File: config.mk
export PLATFORM = sky130hd
export DESIGN_NAME = iefc_ctrl
export DESIGN_NICKNAME = d
export VERILOG_FILES = /design/src/hdl/iefc_pkg.sv /design/src/hdl/iefc_ctrl.sv
export SDC_FILE = /design/constraint.sdc
export NUM_CORES = 1
export LEC_CHECK = 0
export CORE_ASPECT_RATIO = 0.8
export CORE_MARGIN = 4
export CORE_UTILIZATION = 30
export DETAILED_ROUTE_END_ITERATION = 12
export DONT_BUFFER_PORTS = 1
export SLEW_MARGIN = 25
export SYNTH_ARGS = -nofsm -noshare
export SYNTH_HDL_FRONTEND = slang
export SYNTH_SLANG_ARGS = --single-unit
File: constraint.sdc
create_clock -name clk_i -period 1.8 [get_ports clk_i]
set_input_delay 0.36 -clock clk_i [delete_from_list [all_inputs] [get_ports clk_i]]
set_output_delay 0.36 -clock clk_i [all_outputs]
set_load 0.02 [all_outputs]
File: src/hdl/iefc_pkg.sv
// Package for the interrupt enable and flag controller.
// Assumes a classic Wishbone slave with 32-bit data and one clock.
`default_nettype none
package iefc_pkg;
	// ****************************************
	// Register indices; byte address is 4x
	// ****************************************
	localparam int          ADR_W          = 11;
	localparam int          IDX_W          = 9;
	localparam logic [8:0]  IDX_CTRL_BANK0 = 9'h00b;
	localparam logic [8:0]  IDX_CTRL_BANK1 = 9'h08b;
	localparam logic [8:0]  IDX_CTRL_BANK2 = 9'h10b;
	localparam logic [8:0]  IDX_CTRL_BANK3 = 9'h18b;
	localparam logic [8:0]  IDX_PIE_ONE    = 9'h08c;
	localparam logic [8:0]  IDX_PIR_ONE    = 9'h00c;
	localparam logic [8:0]  IDX_PORT       = 9'h006;
	localparam logic [8:0]  IDX_EVT_STAT   = 9'h1f0;
	localparam logic [8:0]  IDX_EVT_MASK   = 9'h1f1;
	// ****************************************
	// Core control register fields
	// ****************************************
	localparam int          BIT_GLOBAL_EN  = 7;
	localparam int          BIT_GROUP_EN   = 6;
	localparam int          BIT_T0_EN      = 5;
	localparam int          BIT_EXT_EN     = 4;
	localparam int          BIT_PORT_EN    = 3;
	localparam int          BIT_T0_FLAG    = 2;
	localparam int          BIT_EXT_FLAG   = 1;
	localparam int          BIT_PORT_FLAG  = 0;
	localparam int          PERI_N         = 7;
	localparam int          EVT_N          = 10;
	// Peripheral flags that mirror a buffer level
	localparam logic [6:0]  PIR_LEVEL_MASK = 7'h30;
	localparam int          BIT_RX         = 5;
	localparam int          BIT_TX         = 4;
	// ****************************************
	// Reset values
	// ****************************************
	localparam logic [4:0]  RST_CORE_EN    = 5'h00;
	localparam logic [2:0]  RST_CORE_FLAG  = 3'h0;
	localparam logic [6:0]  RST_PERI       = 7'h00;
	localparam logic [9:0]  RST_EVT        = 10'h000;
	localparam logic [3:0]  RST_NIBBLE     = 4'h0;
endpackage
`default_nettype wire

File: src/hdl/iefc_ctrl.sv
// Interrupt enable and flag controller with a Wishbone register slave.
// Assumes pulse and level inputs synchronous to clk_i.
//
// Operation
// - Flags set on their event regardless of any enable bit.
// - Control bit 7 is global enable; zero blocks every request to the core, not irq_o.
// - Control bit 6 gates all peripheral sources together.
// - Control bit 5 enables the timer-0 overflow source.
// - Control bit 4 enables the external pin edge source.
// - Control bit 3 enables the upper-nibble port-change source.
// - Control bit 2 sets on timer-0 overflow, only software clears.
// - Control bit 1 sets on external pin event, software clears.
// - Control bit 0 sets when an upper port pin changed.
// - Mismatch keeps setting port flag; reading port relatches pins.
// - Peripheral enable register, seven enables, top bit reads zero.
// - Peripheral flag register uses same bit positions as enables.
// - Control register reachable at same offset in all four banks.
// - Peripheral flag register sits at one lowest-bank address.
// - Receive flag follows buffer full, transmit flag buffer empty.
`default_nettype none
module iefc_ctrl (
	input  wire logic        clk_i,             // Core clock
	input  wire logic        rst_i,             // Sync reset, high
	input  wire logic        cyc_i,             // Bus cycle
	input  wire logic        stb_i,             // Bus strobe
	input  wire logic        we_i,              // Write enable
	input  wire logic [10:0] adr_i,             // Byte address
	input  wire logic [3:0]  sel_i,             // Byte lanes
	input  wire logic [31:0] dat_i,             // Write data
	output logic      [31:0] dat_o,             // Read data
	output logic             ack_o,             // Bus acknowledge
	input  wire logic        timer0_overflow_i, // Overflow pulse
	input  wire logic        ext_pin_edge_i,    // Selected edge pulse
	input  wire logic [3:0]  upper_port_nibble_i, // Upper port pins
	input  wire logic        converter_done_i,  // Pulse
	input  wire logic        serial_rx_full_i,  // Level
	input  wire logic        serial_tx_empty_i, // Level
	input  wire logic        sync_serial_i,     // Pulse
	input  wire logic        capcmp_i,          // Pulse
	input  wire logic        timer2_match_i,    // Pulse
	input  wire logic        timer1_overflow_i, // Pulse
	output logic             core_irq_req_o,    // Request to core
	output logic             irq_o              // Masked event summary
);
	// ****************************************
	// Bus decode
	// ****************************************
	logic             ack_ff;
	logic [31:0]      rd_data_ff;
	logic [8:0]       idx;
	logic             bus_req;
	logic             wr_lane0;
	logic             rd_req;
	logic             hit_ctrl;
	logic             hit_pie;
	logic             hit_pir;
	logic             hit_port;
	logic             hit_stat;
	logic             hit_mask;

	assign idx      = adr_i[10:2];
	assign bus_req  = cyc_i & stb_i & ~ack_ff;
	assign wr_lane0 = bus_req & we_i & sel_i[0];
	assign rd_req   = bus_req & ~we_i;
	assign hit_ctrl = (idx == iefc_pkg::IDX_CTRL_BANK0) |
		(idx == iefc_pkg::IDX_CTRL_BANK1) |
		(idx == iefc_pkg::IDX_CTRL_BANK2) |
		(idx == iefc_pkg::IDX_CTRL_BANK3);
	assign hit_pie  = idx == iefc_pkg::IDX_PIE_ONE;
	assign hit_pir  = idx == iefc_pkg::IDX_PIR_ONE;
	assign hit_port = idx == iefc_pkg::IDX_PORT;
	assign hit_stat = idx == iefc_pkg::IDX_EVT_STAT;
	assign hit_mask = idx == iefc_pkg::IDX_EVT_MASK;

	// ****************************************
	// Core control register
	// ****************************************
	logic [4:0]       core_en_ff;
	logic [2:0]       core_flag_ff;
	logic [2:0]       nxt_core_flag;
	logic [2:0]       core_evt;
	logic [3:0]       nibble_latch_ff;
	logic             latch_live_ff;
	logic             mismatch;

	// Latch empty until the first cycle after reset to avoid a false change
	assign mismatch = latch_live_ff &
		(upper_port_nibble_i != nibble_latch_ff);
	assign core_evt = {timer0_overflow_i, ext_pin_edge_i, mismatch};

	always_ff @(posedge clk_i) begin
		if (rst_i) begin
			core_en_ff <= iefc_pkg::RST_CORE_EN;
		end else if (wr_lane0 && hit_ctrl) begin
			core_en_ff <= dat_i[7:3];
		end
	end

	// Event wins over a write of zero in the same cycle
	always_comb begin
		nxt_core_flag = core_flag_ff;
		if (wr_lane0 && hit_ctrl) begin
			nxt_core_flag = dat_i[2:0];
		end
		nxt_core_flag = nxt_core_flag | core_evt;
	end

	always_ff @(posedge clk_i) begin
		if (rst_i) begin
			core_flag_ff <= iefc_pkg::RST_CORE_FLAG;
		end else begin
			core_flag_ff <= nxt_core_flag;
		end
	end

	// Port read relatches pins, ending the mismatch
	always_ff @(posedge clk_i) begin
		if (rst_i) begin
			nibble_latch_ff <= iefc_pkg::RST_NIBBLE;
			latch_live_ff   <= 1'b0;
		end else if (!latch_live_ff || (rd_req && hit_port)) begin
			nibble_latch_ff <= upper_port_nibble_i;
			latch_live_ff   <= 1'b1;
		end
	end

	// ****************************************
	// Peripheral enables and flags
	// ****************************************
	logic [6:0]       pie_ff;
	logic [6:0]       pir_flag;
	logic [6:0]       peri_evt;
	logic [6:0]       peri_lvl;

	assign peri_evt = {converter_done_i, 2'b00, sync_serial_i, capcmp_i,
		timer2_match_i, timer1_overflow_i};
	assign peri_lvl = {1'b0, serial_rx_full_i, serial_tx_empty_i, 4'h0};

	always_ff @(posedge clk_i) begin
		if (rst_i) begin
			pie_ff <= iefc_pkg::RST_PERI;
		end else if (wr_lane0 && hit_pie) begin
			pie_ff <= dat_i[6:0];
		end
	end

	genvar gi;
	generate
		for (gi = 0; gi < iefc_pkg::PERI_N; gi++) begin : g_pir
			if (iefc_pkg::PIR_LEVEL_MASK[gi]) begin : g_lvl
				// Cleared by the serial unit's own buffer access
				assign pir_flag[gi] = peri_lvl[gi];
			end else begin : g_sticky
				logic flag_ff;
				always_ff @(posedge clk_i) begin
					if (rst_i) begin
						flag_ff <= 1'b0;
					end else if (peri_evt[gi]) begin
						flag_ff <= 1'b1;
					end else if (wr_lane0 && hit_pir) begin
						flag_ff <= dat_i[gi];
					end
				end
				assign pir_flag[gi] = flag_ff;
			end
		end
	endgenerate

	// ****************************************
	// Request to the core
	// ****************************************
	logic             core_hit;
	logic             peri_hit;

	assign core_hit = |(core_en_ff[2:0] & core_flag_ff);
	// Group enable is control bit 6, held in core_en_ff[3]
	assign peri_hit = core_en_ff[3] & (|(pie_ff & pir_flag));
	// Flags do not wait for enables, so a stale flag fires at once
	assign core_irq_req_o = core_en_ff[4] & (core_hit | peri_hit);

	// ****************************************
	// Event status and mask
	// ****************************************
	logic [9:0]       evt_raw;
	logic [9:0]       evt_prev_ff;
	logic [9:0]       evt_stat_ff;
	logic [9:0]       evt_mask_ff;

	assign evt_raw = {pir_flag, core_flag_ff};

	always_ff @(posedge clk_i) begin
		if (rst_i) begin
			evt_prev_ff <= iefc_pkg::RST_EVT;
		end else begin
			evt_prev_ff <= evt_raw;
		end
	end

	// Rising flag sets the sticky bit; set wins over write-one-clear
	always_ff @(posedge clk_i) begin
		if (rst_i) begin
			evt_stat_ff <= iefc_pkg::RST_EVT;
		end else if (wr_lane0 && hit_stat) begin
			evt_stat_ff <= (evt_stat_ff & ~dat_i[9:0]) |
				(evt_raw & ~evt_prev_ff);
		end else begin
			evt_stat_ff <= evt_stat_ff | (evt_raw & ~evt_prev_ff);
		end
	end

	always_ff @(posedge clk_i) begin
		if (rst_i) begin
			evt_mask_ff <= iefc_pkg::RST_EVT;
		end else if (wr_lane0 && hit_mask) begin
			evt_mask_ff <= dat_i[9:0];
		end
	end

	assign irq_o = |(evt_stat_ff & evt_mask_ff);

	// ****************************************
	// Read data and acknowledge
	// ****************************************
	logic [31:0]      nxt_rd_data;

	always_comb begin
		nxt_rd_data = 32'h0000_0000;
		if (hit_ctrl) begin
			nxt_rd_data[7:0] = {core_en_ff, core_flag_ff};
		end else if (hit_pie) begin
			nxt_rd_data[7:0] = {1'b0, pie_ff};
		end else if (hit_pir) begin
			nxt_rd_data[7:0] = {1'b0, pir_flag};
		end else if (hit_port) begin
			nxt_rd_data[7:0] = {upper_port_nibble_i, 4'h0};
		end else if (hit_stat) begin
			nxt_rd_data[9:0] = evt_stat_ff;
		end else if (hit_mask) begin
			nxt_rd_data[9:0] = evt_mask_ff;
		end
	end

	// Unmapped addresses still ack, reading zero
	always_ff @(posedge clk_i) begin
		if (rst_i) begin
			ack_ff     <= 1'b0;
			rd_data_ff <= 32'h0000_0000;
		end else begin
			ack_ff <= bus_req;
			if (rd_req) begin
				rd_data_ff <= nxt_rd_data;
			end
		end
	end

	assign ack_o = ack_ff;
	assign dat_o = rd_data_ff;
endmodule
`default_nettype wire

==> impl_metrics.csv <==
group,metric,value,unit
synthesis,syn-instance-count,386,
synthesis,synth.yosys.warnings,0,
clock_network,worst_skew_pair.late_latency,0.33,ns
die,die-height,102,um
critical_path,arrival,1.46,ns
timing,drv_slew,0,
timing,period_share,101,%
critical_path,worstSetupStartpointType,"flop",
placed_design,dp.cells,524,
global_route,pin_count_of_the_biggest_net_entering_global_routing,53,
die,coreArea,0.0109,mm2
critical_path,crit_type,"reg -> out",
synthesis,synth_seq_cells,66,
status,outcome,"complete, but fails checks",
status,failing_checks,"negative setup slack",
pwr,report.power.total,3.51,mW
clock_network,tritoncts.num_buffers,9,
global_route,grt_pass1_vias,2756,
die,dieArea,0.0129,mm2
clock_network,cts-hold-fix-buffers,0,
timing,fmax,0.549,GHz
global_route,globalRoute.totalOverflow,0,
synthesis,post_synth_top_flop,"sky130_fd_sc_hd__dfxtp_1",
global_route,grt_pass1_wl,15.4,mm
synthesis,post_synth_num_cell_types,52,
timing,rsz0062_at_grt,"yes",
clock_network,cts.path.max_buffers,2,
critical_path,worst_ep_required_time,1.44,ns
finish,layout.filler_cells,1135,
placed_design,placed_area,0.00348,mm2
finish,mostFrequentLayoutCell,"sky130_fd_sc_hd__dfxtp_1",
finish,num-nets-final,458,
pwr,power_density,923,mW/mm2
placed_design,gp_congestion,0.872,
detailed_routing,detail_route.drc_violations,0,
flow_run,max_cap_violations,0,
synthesis,synth_sequential_area_ratio,39.6,%
die,top_level_pins,100,
clock_network,cts_tree,"built",
finish,stdcell_area,0.00380,mm2
die,initial_utilization,30.7,%
timing,finalClockSkew,0.00750,ns
pwr,p_leak,1.36,nW
detailed_routing,detail_route.first_pass.iterations,5,
synthesis,synth-edff-count,0,
timing,setup_viol,1,
pwr,vdd_ir_drop_max,0.000476,V
die,rows,34,
detailed_routing,num_vias,2809,
finish,top_library_cells_by_usage_in_the_layout_fill_and_taps_aside,"62 x sky130_fd_sc_hd__dfxtp_1, 43 x sky130_fd_sc_hd__a21oi_1, 30 x sky130_fd_sc_hd__nor2b_1",
critical_path,crit_fanout,2,
clock_network,cts_root_buf,"sky130_fd_sc_hd__clkbuf_16",
global_route,grtUsageTotal,15.3,%
detailed_routing,routed_wirelength,9.56,mm
finish,finish.cell_count_without_fillers,541,
global_route,antenna_violations_before_repair,0,
synthesis,synthMuxAreaShare,6.70,%
synthesis,synth-async-reset-ratio,0,%
placed_design,port-buffer-count,0,
detailed_routing,detail-route-antenna-nets,0,
detailed_routing,detail_route.wl_per_cell,17.7,um
min_path,hold_class,"in -> reg",
finish,antenna_cells,0,
die,die_width,126,um
synthesis,largest_family_of_logic_cells_by_synthesized_area,"simple AND/OR/NAND/NOR gates",
detailed_routing,via_per_inst,5.19,
placed_design,hpwlAfterDp,7.05,mm
timing,final_critical_path_time_including_i_o_delays_and_setup,1.82,ns
finish,post_route_cells_drive_above_1_share,13.6,%
timing,timing_worst_slew_pin_value,0.622,ns
clock_network,cts.sink_count,66,
timing,hold_vio_cnt_final,0,
clock_network,clk_pin_slew_worst_paths,0.05,ns
timing,timing.final.ws_setup,-0.0214,ns
synthesis,postSynthAreaPerCell,8.65,um2
synthesis,arithmetic_cell_share_of_the_synthesized_area_counting_full_adders_half_adders_and_majority_gates,0,%
clock_network,cts_max_level,3,
synthesis,syn_area,0.00334,mm2
critical_path,setup.worst_path.end_class,"output port",
finish,final_core_utilization,34.9,%
timing,max_slew_margin,58.5,%
synthesis,synth_simple_gate_area_share,22.8,%
synthesis,synth_compound_area_share,21.1,%
finish,area_growth,13.9,%
detailed_routing,drt_first_iter_violations,187,
synthesis,synthesized_area_fraction_occupied_by_xor_and_xnor_cells,1.05,%
==> layout make-up <==
class,instances,area [um2],area share [%]
clock buffer,12,246,6.48
clock inverter,3,40.0,1.05
inverter,5,18.8,0.493
multi-input combinational,291,1830,48.0
sequential,66,1330,34.9
tap,144,180,4.74
timing repair buffer,20,166,4.38
==> sequential cells by signal (all words and copies together) (netlist names) <==
register,count
dat_o,10
evt_mask_ff,10
evt_prev_ff,10
evt_stat_ff,10
pie_ff,7
core_en_ff,5
g_pir.g_sticky.flag_ff,5
nibble_latch_ff,4
core_flag_ff,3
ack_o,1
latch_live_ff,1
==> worst max-delay path, stage by stage (launching register included) <==
cell                       delay [ns]
sky130_fd_sc_hd__dfxtp_2         0.32
sky130_fd_sc_hd__a222oi_1        0.35
sky130_fd_sc_hd__nand3_1         0.14
sky130_fd_sc_hd__nand2_1         0.09
sky130_fd_sc_hd__a21boi_2        0.08
sky130_fd_sc_hd__buf_6           0.15
==> metal layers <==
metal | up-vias | global-route usage, % | wire [um]
met4 | 0 | 3.38 | 61
met2 | 99 | 23.3 | 4360
met5 | - | 0 | 0
met3 | 7 | 6.06 | 862
li1 | 1378 | - | -
met1 | 1325 | 20.7 | 4280
==> cells by family after synthesis <==
kind of cell | after synthesis
flops | 66
mux | 22
buf+inv | 50
xor+xnor | 4
compound gates | 115
other cells | 1
simple gates | 128
==> cell usage after synthesis, drive strengths merged, types with 3 or more instances <==
cell / number / area [um2]
a31o: 5 / 43.8
xor2: 4 / 35.0
nor2: 14 / 52.6
a211oi: 5 / 57.6
mux2: 3 / 33.8
nand3: 21 / 105
and4: 4 / 35.0
a221oi: 3 / 26.3
a31oi: 5 / 31.3
nor3: 6 / 45.0
a22oi: 5 / 37.5
nor2b: 30 / 188
clkbuf: 17 / 63.8
nand2: 20 / 75.1
inv: 5 / 18.8
a21oi: 43 / 215
and2: 3 / 18.8
o22ai: 6 / 37.5
nand4: 9 / 56.3
mux2i: 19 / 190
nand2b: 7 / 43.8
o21ai: 32 / 160
dfxtp: 66 / 1320
buf: 28 / 206
==> report_power, final <==
| part | total (mW) | leakage (nW) | internal [mW] | switching [mW] |
|---|---|---|---|---|
| sequential | 1.56 | 0.542 | 1.52 | 0.0458 |
| combinational | 0.244 | 0.678 | 0.101 | 0.143 |
| clock | 1.70 | 0.142 | 1.10 | 0.604 |
==> final timing paths <==
path / startpoint / cells after the start / to / slack, ns
worst max-delay path: pie_ff[2] / 5 / core_irq_req_o / -0.02
worst min-delay path: rst_i / 1 / dat_o[8] / 0.10
worst max register to register: ack_o / 5 / core_flag_ff[0] / 0.22
worst min register to register: nibble_latch_ff[1] / 2 / nibble_latch_ff[1] / 0.48
==> per-stage QoR <==
stage,setup slack [ns],hold slack [ns],setup TNS [ns]
finish,-0.0214,0.102,-0.0214
CTS,-0.0461,0.0939,-0.0461
global placement,0.189,0.439,0
global route,-0.0968,0.0842,-0.0978
floorplan,0.219,0.435,0
detailed placement,0.184,0.440,0
==> what timing repair did <==
action | CTS | global route
setup endpoints to repair | 2 | 2
setup buffers | 1 | 1
hold endpoints to repair | 0 | 0
gates cloned | 0 | 0
resized for setup | 4 | 4
pin swaps | 5 | 2
Power figures use the tool's default switching activity.
